## src/include/ccr_consts.svh

```systemverilog
`ifndef CCR_CONSTS_SVH
`define CCR_CONSTS_SVH
// ----------------------------------------
// Register access
// ----------------------------------------
`define CCR_CODE 12'h002
`define CCR_RST 32'h0000_0000
`define CCR_MASK 32'h98f0_07ff
// ----------------------------------------
// Field positions
// ----------------------------------------
`define CCR_B_ON 31
`define CCR_B_PUSH 28
`define CCR_B_FRZ 27
`define CCR_B_INV 24
`define CCR_B_IOFF 23
`define CCR_B_DOFF 22
`define CCR_B_ISEL 21
`define CCR_B_DSEL 20
// ----------------------------------------
// Invalidation timing
// ----------------------------------------
`define CCR_OVH_CYC 4'h2
`define CCR_LAST_IDX 9'h1ff
`define CCR_HALF_LO 9'h0ff
`define CCR_HALF_HI 9'h100
`endif

```

## src/include/ccr_pkg.sv

```systemverilog
`default_nettype none

package ccr_pkg;
    typedef enum logic [1:0] {
        ST_IDLE,
        ST_OVH,
        ST_CLR
    } ccr_seq_type;

    typedef struct packed {
        logic cache_on;
        logic icache_en;
        logic dcache_en;
        logic split;
        logic freeze;
        logic push_inval_en;
        logic [10:0] def_attr;
    } ccr_cfg_type;

    typedef struct packed {
        logic go;
        logic [8:0] first;
        logic [8:0] last;
    } ccr_range_type;
endpackage

`default_nettype wire

```

## src/logic/ccr_cache_ctrl.sv

```systemverilog
// Functional notes
// - Supervisor write-only word, control code 0x002
// - Debug port reads the stored word back
// - Reset clears the whole control word
// - Word supplies default access attributes
// - Bit 31 enables the cache array
// - Bit 28 clear: line push invalidates entry
// - Freeze: never overwrite a valid entry
// - Freeze: invalid target may still fill
// - Invalidate works whether cache on or off
// - Invalidate scope from disables and selects
// - Clear one tag per cycle after overhead
// - Invalidate bit is never stored, reads zero
// - Bit 23 stops instruction caching
// - Bit 22 stops data caching
// - Select bits count only while bits 23 and 22 are both clear
`include "ccr_consts.svh"
`timescale 1ns/1ps
`default_nettype none

module ccr_cache_ctrl (
    // Clock, reset, enable
    input wire logic I_REF_CLK,
    input wire logic I_NRST,
    input wire logic I_CE,
    // Control register write from the core
    input wire logic I_MOVC_WR,
    input wire logic I_MOVC_SUPV,
    input wire logic [11:0] I_MOVC_CODE,
    input wire logic [31:0] I_MOVC_DATA,
    // Debug read
    input wire logic I_DBG_RD,
    input wire logic [11:0] I_DBG_CODE,
    output logic O_DBG_ACK,
    output logic [31:0] O_DBG_DATA,
    // Line push
    input wire logic I_PUSH_REQ,
    input wire logic [8:0] I_PUSH_ADDR,
    // Fill buffer write-back request
    input wire logic I_FILL_REQ,
    input wire logic I_FILL_TGT_VALID,
    output logic O_FILL_WR_EN,
    // Tag invalidation
    output logic O_TAG_INV_WE,
    output logic [8:0] O_TAG_INV_IDX,
    output logic O_INV_BUSY,
    // Cache configuration
    output ccr_pkg::ccr_cfg_type O_CFG
);

    // ----------------------------------------
    // Helpers
    // ----------------------------------------
    function automatic ccr_pkg::ccr_range_type inv_range(
        input logic [31:0] d
    );
        ccr_pkg::ccr_range_type r;
        r.go = 1'b1;
        r.first = 9'h000;
        r.last = `CCR_LAST_IDX;
        if (!d[`CCR_B_IOFF] && !d[`CCR_B_DOFF]) begin
            if (d[`CCR_B_ISEL] && d[`CCR_B_DSEL]) begin
                r.go = 1'b0;
            end else if (d[`CCR_B_ISEL]) begin
                r.first = `CCR_HALF_HI;
            end else if (d[`CCR_B_DSEL]) begin
                r.last = `CCR_HALF_LO;
            end
        end else if (d[`CCR_B_IOFF] && d[`CCR_B_DOFF]) begin
            r.go = 1'b0;
        end
        return r;
    endfunction

    function automatic ccr_pkg::ccr_cfg_type make_cfg(
        input logic [31:0] c
    );
        ccr_pkg::ccr_cfg_type g;
        g.cache_on = c[`CCR_B_ON];
        g.icache_en = c[`CCR_B_ON] && !c[`CCR_B_IOFF];
        g.dcache_en = c[`CCR_B_ON] && !c[`CCR_B_DOFF];
        g.split = g.icache_en && g.dcache_en;
        g.freeze = c[`CCR_B_FRZ];
        g.push_inval_en = !c[`CCR_B_PUSH];
        g.def_attr = c[10:0];
        return g;
    endfunction

    // ----------------------------------------
    // State
    // ----------------------------------------
    logic [31:0] ctl_r, ctl_nxt;
    ccr_pkg::ccr_seq_type st_r, st_nxt;
    logic [8:0] idx_r, idx_nxt;
    logic [8:0] last_r, last_nxt;
    logic [3:0] ovh_r, ovh_nxt;
    logic we_r, we_nxt;
    logic [8:0] tidx_r, tidx_nxt;
    logic fill_r, fill_nxt;
    logic [31:0] dbg_r, dbg_nxt;
    logic ack_r, ack_nxt;
    logic busy_r, busy_nxt;
    ccr_pkg::ccr_cfg_type cfg_r, cfg_nxt;
    ccr_pkg::ccr_range_type rng;
    logic wr;

    // ----------------------------------------
    // Next state
    // ----------------------------------------
    always_comb begin
        ctl_nxt = ctl_r;
        st_nxt = st_r;
        idx_nxt = idx_r;
        last_nxt = last_r;
        ovh_nxt = ovh_r;
        we_nxt = 1'b0;
        tidx_nxt = tidx_r;
        fill_nxt = 1'b0;
        dbg_nxt = dbg_r;
        ack_nxt = 1'b0;
        rng = inv_range(I_MOVC_DATA);
        wr = I_MOVC_WR && I_MOVC_SUPV && I_MOVC_CODE == `CCR_CODE;
        if (wr) begin
            ctl_nxt = I_MOVC_DATA & `CCR_MASK;
            if (I_MOVC_DATA[`CCR_B_IOFF] || I_MOVC_DATA[`CCR_B_DOFF]) begin
                ctl_nxt[`CCR_B_ISEL] = 1'b0;
                ctl_nxt[`CCR_B_DSEL] = 1'b0;
            end
        end
        case (st_r)
            ccr_pkg::ST_IDLE: begin
                if (wr && I_MOVC_DATA[`CCR_B_INV] && rng.go) begin
                    st_nxt = ccr_pkg::ST_OVH;
                    ovh_nxt = 4'h0;
                    idx_nxt = rng.first;
                    last_nxt = rng.last;
                end else if (I_PUSH_REQ && !ctl_r[`CCR_B_PUSH]) begin
                    we_nxt = 1'b1;
                    tidx_nxt = I_PUSH_ADDR;
                end
            end
            ccr_pkg::ST_OVH: begin
                if (ovh_r == `CCR_OVH_CYC - 4'h1) begin
                    st_nxt = ccr_pkg::ST_CLR;
                end else begin
                    ovh_nxt = ovh_r + 4'h1;
                end
            end
            ccr_pkg::ST_CLR: begin
                we_nxt = 1'b1;
                tidx_nxt = idx_r;
                idx_nxt = idx_r + 9'h001;
                if (idx_r == last_r) begin
                    st_nxt = ccr_pkg::ST_IDLE;
                end
            end
            default: begin
                st_nxt = ccr_pkg::ST_IDLE;
            end
        endcase
        busy_nxt = st_nxt != ccr_pkg::ST_IDLE;
        fill_nxt = I_FILL_REQ && ctl_r[`CCR_B_ON]
            && (!ctl_r[`CCR_B_FRZ] || !I_FILL_TGT_VALID);
        if (I_DBG_RD) begin
            ack_nxt = 1'b1;
            dbg_nxt = (I_DBG_CODE == `CCR_CODE) ? ctl_r : 32'h0000_0000;
        end
        cfg_nxt = make_cfg(ctl_nxt);
    end

    // ----------------------------------------
    // Registers
    // ----------------------------------------
    always_ff @(posedge I_REF_CLK or negedge I_NRST) begin
        if (!I_NRST) begin
            ctl_r <= `CCR_RST;
            st_r <= ccr_pkg::ST_IDLE;
            idx_r <= 9'h000;
            last_r <= 9'h000;
            ovh_r <= 4'h0;
            we_r <= 1'b0;
            tidx_r <= 9'h000;
            fill_r <= 1'b0;
            dbg_r <= 32'h0000_0000;
            ack_r <= 1'b0;
            busy_r <= 1'b0;
            cfg_r <= '0;
        end else if (I_CE) begin
            ctl_r <= ctl_nxt;
            st_r <= st_nxt;
            idx_r <= idx_nxt;
            last_r <= last_nxt;
            ovh_r <= ovh_nxt;
            we_r <= we_nxt;
            tidx_r <= tidx_nxt;
            fill_r <= fill_nxt;
            dbg_r <= dbg_nxt;
            ack_r <= ack_nxt;
            busy_r <= busy_nxt;
            cfg_r <= cfg_nxt;
        end
    end

    assign O_DBG_ACK = ack_r;
    assign O_DBG_DATA = dbg_r;
    assign O_FILL_WR_EN = fill_r;
    assign O_TAG_INV_WE = we_r;
    assign O_TAG_INV_IDX = tidx_r;
    assign O_INV_BUSY = busy_r;
    assign O_CFG = cfg_r;
endmodule

`default_nettype wire

```

## config.mk

```make
export PLATFORM = sky130hd
export DESIGN_NAME = ccr_cache_ctrl
export DESIGN_NICKNAME = d
export VERILOG_FILES = /design/src/include/ccr_pkg.sv /design/src/logic/ccr_cache_ctrl.sv
export VERILOG_INCLUDE_DIRS = /design/src /design/src/include
export SDC_FILE = /design/constraint.sdc
export NUM_CORES = 1
export LEC_CHECK = 0
export BUFFER_PORTS_ARGS = -buffer_cell sky130_fd_sc_hd__buf_2
export CAP_MARGIN = 10
export CORE_ASPECT_RATIO = 1.25
export CORE_MARGIN = 5
export CORE_UTILIZATION = 45
export CTS_CLUSTER_DIAMETER = 50
export DETAILED_ROUTE_END_ITERATION = 6
export GPL_ROUTABILITY_DRIVEN = 0
export PLACE_DENSITY = 0.79
export SYNTH_ARGS = -nofsm -noshare
export SYNTH_HDL_FRONTEND = slang
export SYNTH_SLANG_ARGS = --single-unit
```

## constraint.sdc

```tcl
create_clock -name I_REF_CLK -period 1.9 [get_ports I_REF_CLK]
set_input_delay 0.38 -clock I_REF_CLK [delete_from_list [all_inputs] [get_ports I_REF_CLK]]
set_output_delay 0.38 -clock I_REF_CLK [all_outputs]
set_load 0.05 [all_outputs]
```

==> metrics.csv, run 1 <==
metric,value,unit
rsz_0062_raised_after_global_routing,no,
clock_sinks,70,
number_of_global_route_vias_before_repair,2762,
cts_max_path_buffers,2,
die_span_y,107,um
floorplan.core_area,0.00740,mm^2
netlist_area,0.00341,mm^2
post_cts_resized,0,
final_cell_area,0.00429,mm^2
final-hold-violation-count,0,
yosysWarnings,0,
hold_ws,0.0312,ns
dieArea,0.00944,mm^2
grt_use_total,0.174,
ctsHtreeMaxLevel,3,
drc,0,
drv_slew,0,
globalRouteOverflowTotal,0,
maximum_number_of_pins_on_one_net_before_global_route_repair,50,
fill_cells,626,
cap_viol_max_count,0,
critical_path_arrival,1.93,ns
synth.lib_cells_used.distinct,44,
worst_hold_path_type,primary input to asynchronous set/reset pin,
timing_worst_setup_path_type,primary input to flop,
postCtsHoldBufs,0,
tritoncts_clock_tree,done,
hpwlAfterDp,6050,um
synth-edff-count,0,
max_freq,0.587,GHz
detailroute.via_count,2792,
rows,35,
layout.nets,514,
grt_pass1_wl,12900,um
flow.area_growth_from_synthesis,25.6,%
synthDominantAreaCellType,sky130_fd_sc_hd__dfrtp_1,
worstMarginPinSlew,0.492,ns
antenna_found_initial,0,
clk_latency,0.34,ns
final_core_util,0.580,
asyncSetResetFlopFracSynth,1.00,
cp-end-kind,flop,
cts.clk_slew.worst_paths,0.09,ns
ys_top_cells_by_area,"sky130_fd_sc_hd__dfrtp_1 51%, sky130_fd_sc_hd__mux2_2 9.2%, sky130_fd_sc_hd__buf_4 6.2%, sky130_fd_sc_hd__a22o_1 6.2%, sky130_fd_sc_hd__nand2_1 4.9%",
worstPathMaxFanout,4,
place_area,0.00407,mm^2
start_kind,primary input,
drt_first_pass_iters,4,
layout-drive-gt1-share,0.412,
post_layout_min_period,1.70,ns
relSlewSlack,0.668,
finalClockSkew,0.0132,ns
cts-root-buf,sky130_fd_sc_hd__clkbuf_8,
instances_no_fill,534,
cts-buffers-inserted,9,
synth_flop_cell,sky130_fd_sc_hd__dfrtp_1,
cell_with_the_most_instances_after_synthesis,sky130_fd_sc_hd__dfrtp_1,
syn_inst,322,
routed_via_density,5.23,
first_iter_violations,102,
share_of_the_yosys_chip_area_belonging_to_registers,0.513,
cp_data_required_time,2.12,ns
start_util,0.461,
placement.io_buffers,108,
postRouteAntennaNets,0,
placed_cells,518,
post-synth-top-area-fraction,0.513,
post_synth.cell_area_avg,10.6,um^2
wire_length_per_cell,15.1,um
finish_stage_setup_viols,0,
fin_setup_tns,0,ns
netlist_top_cells_count,"70 x sky130_fd_sc_hd__dfrtp_1, 45 x sky130_fd_sc_hd__nand2_1, 28 x sky130_fd_sc_hd__buf_4, 28 x sky130_fd_sc_hd__mux2_2, 24 x sky130_fd_sc_hd__a22o_1",
power.density,995,mW/mm^2
run_status,finished clean,
worst_ir_drop_vdd,0.739,mV
num_ports,136,
synth.ff_latch_count,70,
die_width,87.9,um
finalWirelength,8080,um
cts_setup_buffers,0,
final_min_period_over_clock_period,0.897,
power.leakage,2.25,nW
insertedDiodeCount,0,
-- layout by cell type, fill, tap and decap left out, drive strengths merged, types with 2 or more instances in the layout --
master and instances:
buf 130, dfrtp 70, nand2 46, mux2 28
a22o 24, nor2 20, o21ai 15, conb 14
inv 11, clkbuf 10, a21oi 8, nand3 7
nor3 6, nand2b 5, nor4 5, mux2i 4
a31oi 4, nand4 4, ha 3, clkinv 3
nor3b 3, and4 2, a21o 2, o21a 2
bufinv 2
-- metrics by stage --
step | total power [W] | setup WS, ns
after floorplan | 0.00265 | 0.102
after global placement | 0.00292 | -0.0922
after detailed placement | 0.00295 | -0.123
after CTS | 0.00431 | 0.236
after global routing | 0.00449 | 0.173
final | 0.00427 | 0.195
-- cells by family (layout without fill, tap and decap cells) --
family          Yosys count  count (layout)  share of synthesized area
buf+inv                  49             156                     0.0857
simple gates            104             104                      0.148
fa+ha+maj                 3               3                     0.0110
flops                    70              70                      0.513
other cells               1              14                    0.00110
xor+xnor                  1               1                    0.00257
compound gates           62              62                      0.134
mux                      32              32                      0.104
-- worst max-delay path: stages --
cell                      delay [ns]
sky130_fd_sc_hd__buf_2          0.09
sky130_fd_sc_hd__nor4_1         0.30
sky130_fd_sc_hd__buf_4          0.17
sky130_fd_sc_hd__nand4_2        0.14
sky130_fd_sc_hd__nor2_2         0.22
sky130_fd_sc_hd__buf_4          0.15
sky130_fd_sc_hd__o21ai_0        0.17
sky130_fd_sc_hd__a22o_1         0.29
-- flip-flops by register name, indices dropped and copies added, names as in the netlist, 2 cells and up --
signal         count
st_r               2
O_TAG_INV_IDX      9
idx_r              9
ovh_r              4
last_r             2
O_CFG              4
ctl_r             18
O_DBG_DATA        18
-- metal layers --
metal	global-route usage	wire length [um]
met1	0.206	3160
met2	0.303	4110
met3	0.0314	592
met4	0.0768	209
met5	0	0
-- report_power, final --
part / internal (W) / switching, W
clock: 0.000751 / 0.000587
combinational: 0.000361 / 0.000724
sequential: 0.00166 / 0.000187
-- cell type report --
type | count | area [um^2] | share of cell area
clock inverter | 6 | 95.1 | 0.0222
timing repair buffer | 130 | 743 | 0.173
tap | 92 | 115 | 0.0268
multi-input combinational | 216 | 1420 | 0.331
sequential | 70 | 1750 | 0.408
clock buffer | 10 | 128 | 0.0298
inverter | 10 | 37.5 | 0.00875
-- worst paths after layout --
path / end / depth (start not counted) / slack [ns] / start
max in group asynchronous: ovh_r[0] / 2 / 1.62 / I_NRST
max: ovh_r[1] / 8 / 0.20 / I_MOVC_CODE[6]
max reg2reg: idx_r[7] / 5 / 0.27 / st_r[0]
min: ctl_r[1] / 2 / 0.03 / I_NRST
min reg2reg: O_TAG_INV_WE / 1 / 0.49 / O_TAG_INV_WE
min in group I_REF_CLK: ctl_r[5] / 2 / 0.26 / I_MOVC_DATA[5]
Note: power is estimated with default switching activity, not from simulation.
==> inputs of run 2 (changes only) <==
--- a/config.mk
+++ b/config.mk
@@ -11,6 +11,7 @@
 export CORE_ASPECT_RATIO = 1.25
 export CORE_MARGIN = 5
 export CORE_UTILIZATION = 45
+export CTS_BUF_LIST = sky130_fd_sc_hd__clkbuf_8
 export CTS_CLUSTER_DIAMETER = 50
 export DETAILED_ROUTE_END_ITERATION = 6
 export GPL_ROUTABILITY_DRIVEN = 0
==> run 2 against run 1 <==
Net effect: register-to-register slack about the same; die area unchanged; cell area unchanged; sequential power barely moved.
==> metrics.csv, run 2 (synthesized netlist as in run 1, its figures left out) <==
metric,value,unit,change
run_status,finished clean,,
globalRouteOverflowTotal,0,,unchanged
timing_worst_setup_path_type,primary input to flop,,
placement.io_buffers,108,,unchanged
power.leakage,2.25,nW,+0.18%
hold_ws,0.0307,ns,-0.000515 ns
cts_setup_buffers,0,,unchanged
cp_data_required_time,2.12,ns,about the same
path_delay_family,simple AND/OR/NAND/NOR gates,,
final-hold-violation-count,0,,unchanged
relSlewSlack,0.668,,about the same
worstPathMaxFanout,4,,unchanged
worstMarginPinSlew,0.492,ns,-0.0000205 ns
number_of_global_route_vias_before_repair,2762,,unchanged
crit_chain,buf_2 -> nor4_1 -> buf_4 -> nand4_2 -> nor2_2 -> buf_4 -> o21ai_0 -> a22o_1,,
fin_setup_tns,0,ns,unchanged
hpwlAfterDp,6050,um,unchanged
p_total,0.00427,W,about the same
worst_reg2reg_setup_slack,0.27,ns,about the same
clk_latency,0.34,ns,about the same
post_cts_resized,0,,unchanged
tritoncts_clock_tree,done,,
cts-buffers-inserted,9,,unchanged
cts_max_path_buffers,2,,unchanged
max_freq,0.587,GHz,about the same
layout.nets,514,,unchanged
dieArea,0.00944,mm^2,unchanged
rsz_0062_raised_after_global_routing,no,,
cap_viol_max_count,0,,unchanged
detailroute.via_count,2797,,+0.18%
finalClockSkew,0.0131,ns,-0.0000824 ns
reg2reg_to,idx_r[7],,
worst_path_most_repeated_cell,sky130_fd_sc_hd__buf_4,,
die_span_y,107,um,unchanged
most-common-layout-cells,"108 x sky130_fd_sc_hd__buf_2, 70 x sky130_fd_sc_hd__dfrtp_1, 45 x sky130_fd_sc_hd__nand2_1, 28 x sky130_fd_sc_hd__mux2_2, 24 x sky130_fd_sc_hd__a22o_1",,
postRouteAntennaNets,0,,unchanged
power.density,995,mW/mm^2,about the same
mostFrequentLayoutCell,sky130_fd_sc_hd__buf_2,,
placed_cells,518,,unchanged
final_min_period_over_clock_period,0.897,,about the same
clock_sinks,70,,unchanged
drv_slew,0,,unchanged
drt_first_pass_iters,5,,+1
grt_pass1_wl,12900,um,unchanged
rows,35,,unchanged
start_util,0.461,,unchanged
crit_path_top_delay_cell,sky130_fd_sc_hd__nor4_1,,
insertedDiodeCount,0,,unchanged
start_kind,primary input,,
critical_path_arrival,1.93,ns,about the same
layout-drive-gt1-share,0.412,,unchanged
worst_hold_path_type,primary input to asynchronous set/reset pin,,
routed_via_density,5.24,,+0.18%
instances_no_fill,534,,unchanged
crit_path_max_incr_delay,0.30,ns,about the same
fill_cells,626,,unchanged
critPathBufInv,3,,unchanged
worst_ir_drop_vdd,0.739,mV,-0.12%
cts.clk_slew.worst_paths,0.09,ns,about the same
flow.area_growth_from_synthesis,25.6,%,unchanged
drc,0,,unchanged
cp-end-kind,flop,,
postCtsHoldBufs,0,,unchanged
finalWirelength,8090,um,+0.17%
post_layout_min_period,1.70,ns,-0.00108 ns
final_cell_area,0.00429,mm^2,unchanged
first_iter_violations,101,,-0.98%
wire_length_per_cell,15.2,um,+0.17%
finish_stage_setup_viols,0,,unchanged
reg2reg_depth,5,,unchanged
timing.rr.start,st_r[0],,
floorplan.core_area,0.00740,mm^2,unchanged
grt_use_total,0.174,,unchanged
die_width,87.9,um,unchanged
place_area,0.00407,mm^2,unchanged
ctsHtreeMaxLevel,3,,unchanged
cts-root-buf,sky130_fd_sc_hd__clkbuf_8,,
antenna_found_initial,0,,unchanged
maximum_number_of_pins_on_one_net_before_global_route_repair,50,,unchanged
num_ports,136,,unchanged
-- run 2: cell types whose count changed in the layout (fill, tap and decap cells not counted) --
cell                       change
sky130_fd_sc_hd__clkbuf_1      -1
sky130_fd_sc_hd__inv_1         +1
-- run 2: through the flow --
stage | util | setup slack, ns
6_report | 0.580 | 0.197
3_5_place_dp | 0.549 | -0.123
4_1_cts | 0.580 | 0.236
2_1_floorplan | - | 0.102
5_1_grt | 0.580 | 0.173
3_3_place_gp | 0.549 | -0.0922
-- run 2: final cells by class --
| cell class | count | area [um^2] | share of cell area |
|---|---|---|---|
| Multi-Input combinational cell | 216 | 1420 | 0.331 |
| Inverter | 10 | 37.5 | 0.00875 |
| Tap cell | 92 | 115 | 0.0268 |
| Timing Repair Buffer | 130 | 743 | 0.173 |
| Clock inverter | 7 | 98.8 | 0.0230 |
| Sequential cell | 70 | 1750 | 0.408 |
| Clock buffer | 9 | 124 | 0.0289 |
-- run 2: worst max-delay path by stage --
stage | startpoint | endpoint | depth (start not counted)
after floorplan | I_MOVC_DATA[22] | O_TAG_INV_IDX[0] | 5
after global placement | I_MOVC_CODE[2] | ovh_r[1] | 7
after detailed placement | I_MOVC_CODE[6] | ovh_r[1] | 8
after CTS | I_MOVC_CODE[6] | ovh_r[1] | 8
after global routing | I_MOVC_CODE[6] | ovh_r[0] | 8
final | I_MOVC_CODE[6] | ovh_r[1] | 8
-- run 2: routing by layer --
metal | GRT usage | vias up | part of all wire
li1 | - | 1328 | -
met1 | 0.206 | 1351 | 0.39
met2 | 0.303 | 99 | 0.51
met3 | 0.0314 | 19 | 0.074
met4 | 0.0768 | 0 | 0.026
met5 | 0 | - | 0
-- run 2: where the power goes --
part	internal, W	total (W)	leakage [nW]	switching [W]
Combinational	0.000361	0.00109	1.24	0.000724
Clock	0.000746	0.00134	0.115	0.000590
Sequential	0.00166	0.00185	0.896	0.000187
Total	0.00277	0.00427	2.25	0.00150
==> inputs of run 3 (changes only) <==
--- a/config.mk
+++ b/config.mk
@@ -8,14 +8,16 @@
 export LEC_CHECK = 0
 export BUFFER_PORTS_ARGS = -buffer_cell sky130_fd_sc_hd__buf_2
 export CAP_MARGIN = 10
+export CELL_PAD_IN_SITES_DETAIL_PLACEMENT = 1
+export CELL_PAD_IN_SITES_GLOBAL_PLACEMENT = 2
 export CORE_ASPECT_RATIO = 1.25
-export CORE_MARGIN = 5
-export CORE_UTILIZATION = 45
+export CORE_MARGIN = 2
+export CORE_UTILIZATION = 30
 export CTS_BUF_LIST = sky130_fd_sc_hd__clkbuf_8
 export CTS_CLUSTER_DIAMETER = 50
 export DETAILED_ROUTE_END_ITERATION = 6
 export GPL_ROUTABILITY_DRIVEN = 0
-export PLACE_DENSITY = 0.79
+export PLACE_DENSITY = 0.86
 export SYNTH_ARGS = -nofsm -noshare
 export SYNTH_HDL_FRONTEND = slang
 export SYNTH_SLANG_ARGS = --single-unit
==> run 3 against run 2 <==
Net effect: sequential power is essentially flat; non-clock buffer count shrank 1; flip-flop and latch count is the same; critical endpoint unchanged.
==> metrics.csv, run 3 (synthesized netlist as in run 1, its figures left out) <==
metric,value,unit,change
run_status,finished clean,,
cts.clk_slew.worst_paths,0.07,ns,-0.02 ns
worstHoldEndpoint,ctl_r[27],,
whs_path_depth,2,,
start_util,0.308,,-0.153
fin_setup_tns,0,ns,unchanged
flow.area_growth_from_synthesis,26.2,%,
worstPathMaxFanout,4,,unchanged
critical_path_arrival,2.01,ns,+0.08 ns
clock_sinks,70,,unchanged
clk_latency,0.35,ns,about the same
postRouteAntennaNets,0,,unchanged
die_span_y,123,um,+15%
floorplan.core_area,0.0111,mm^2,+50%
globalRouteOverflowTotal,0,,unchanged
power.leakage,2.23,nW,-1.1%
cp-end-kind,flop,,
most-common-layout-cells,"108 x sky130_fd_sc_hd__buf_2, 70 x sky130_fd_sc_hd__dfrtp_1, 45 x sky130_fd_sc_hd__nand2_1, 28 x sky130_fd_sc_hd__mux2_2, 24 x sky130_fd_sc_hd__a22o_1",,
crit_path_max_incr_delay,0.30,ns,about the same
mostFrequentLayoutCell,sky130_fd_sc_hd__buf_2,,
cts-buffers-inserted,9,,unchanged
cp_data_required_time,2.14,ns,+0.02 ns
cts-root-buf,sky130_fd_sc_hd__clkbuf_8,,
timing.rr.start,st_r[0],,
power.density,929,mW/mm^2,-6.6%
crit_chain,buf_2 -> nor4_1 -> buf_4 -> nand4_2 -> nor2_2 -> buf_4 -> o21ai_0 -> a22o_1,,
drv_slew,0,,unchanged
finalClockSkew,0.00734,ns,-0.00580 ns
cts_max_path_buffers,2,,unchanged
final_min_period_over_clock_period,0.930,,+0.0335
worstHoldStart,I_MOVC_DATA[27],,
antenna_found_initial,0,,unchanged
num_ports,136,,unchanged
reg2reg_to,idx_r[7],,
finalWirelength,8840,um,+9.3%
cap_viol_max_count,0,,unchanged
final-hold-violation-count,0,,unchanged
relSlewSlack,0.645,,-0.0230
finish_stage_setup_viols,0,,unchanged
crit_path_top_delay_cell,sky130_fd_sc_hd__a22o_1,,
layout.nets,513,,-0.19%
grt_pass1_wl,14600,um,+13%
placed_cells,558,,+7.7%
hpwlAfterDp,6640,um,+9.8%
placement.io_buffers,108,,unchanged
number_of_global_route_vias_before_repair,3013,,+9.1%
worst_hold_path_type,primary input to flop,,
reg2reg_depth,5,,unchanged
drt_first_pass_iters,4,,-1
max_freq,0.566,GHz,-3.6%
detailroute.via_count,2776,,-0.75%
wire_length_per_cell,15.4,um,+1.3%
hold_ws,0.256,ns,+0.225 ns
worst_ir_drop_vdd,0.392,mV,-47%
rsz_0062_raised_after_global_routing,no,,
ctsHtreeMaxLevel,3,,unchanged
maximum_number_of_pins_on_one_net_before_global_route_repair,57,,+14%
layout-drive-gt1-share,0.413,,+0.000934
instances_no_fill,576,,+7.9%
post_layout_min_period,1.77,ns,+0.0637 ns
tritoncts_clock_tree,done,,
worst_path_most_repeated_cell,sky130_fd_sc_hd__buf_4,,
dieArea,0.0123,mm^2,+30%
worstMarginPinSlew,0.526,ns,+0.0342 ns
worst_reg2reg_setup_slack,0.30,ns,+0.03 ns
drc,0,,unchanged
die_width,99.4,um,+13%
grt_use_total,0.151,,-0.0232
start_kind,primary input,,
routed_via_density,4.82,,-8.0%
insertedDiodeCount,0,,unchanged
rows,43,,+23%
first_iter_violations,103,,+2.0%
timing_worst_setup_path_type,primary input to flop,,
-- run 3: report_power, final --
group / internal [W] / total (W) / switching (W)
Sequential: 0.00166 / 0.00185 / 0.000187
Combinational: 0.000360 / 0.00108 / 0.000717
Clock: 0.000504 / 0.00108 / 0.000576
Total: 0.00252 / 0.00400 / 0.00148
-- run 3: timing repair --
item | in CTS | in global routing
setup buffers | 1 | 0
setup endpoints to repair | 9 | 1
endpoints found under the hold margin | 14 | 0
pin swaps | 1 | 0
resized for setup | 0 | 1
hold buffers | 1 | 0
-- run 3: worst max-delay path, delay by kind of cell --
kind,cells,cell delay (ns)
AND/OR/NAND/NOR,3,0.71
AO/OA/AOI/OAI,2,0.48
buffers and inverters,3,0.43
-- run 3: cell type report --
type	count	area [um^2]
clock buffer	10	138
timing repair buffer	129	751
sequential	70	1750
tap	135	169
multi-input combinational	216	1430
inverter	10	37.5
clock inverter	6	36.3
fill	1291	6780
-- run 3: metrics by stage --
step | utilization | cell area, um^2 | setup WS, ns | power, W
6_report | 0.389 | 4310 | 0.133 | 0.00400
3_3_place_gp | 0.370 | 4100 | -0.206 | 0.00292
5_1_grt | 0.389 | 4310 | 0.0446 | 0.00427
2_1_floorplan | - | 3460 | 0.102 | 0.00265
3_5_place_dp | 0.370 | 4100 | -0.334 | 0.00296
4_1_cts | 0.388 | 4300 | 0.135 | 0.00407
-- run 3: metal layers --
| layer | global-route usage | part of all wire |
|---|---|---|
| met5 | 0 | 0 |
| met3 | 0.0407 | 0.052 |
| met2 | 0.278 | 0.52 |
| met1 | 0.173 | 0.41 |
| met4 | 0.0377 | 0.015 |
-- run 3: worst max-delay path by stage --
stage	start	to	slack, ns	cells after the start
finish	I_MOVC_CODE[6]	ovh_r[1]	0.13	8
global route	I_MOVC_CODE[6]	ovh_r[0]	0.04	8
CTS	I_MOVC_CODE[6]	ovh_r[1]	0.13	8
detailed placement	I_MOVC_DATA[22]	O_TAG_INV_IDX[2]	-0.33	6
global placement	I_MOVC_DATA[22]	O_TAG_INV_IDX[7]	-0.21	6
floorplan	I_MOVC_DATA[22]	O_TAG_INV_IDX[0]	0.10	5
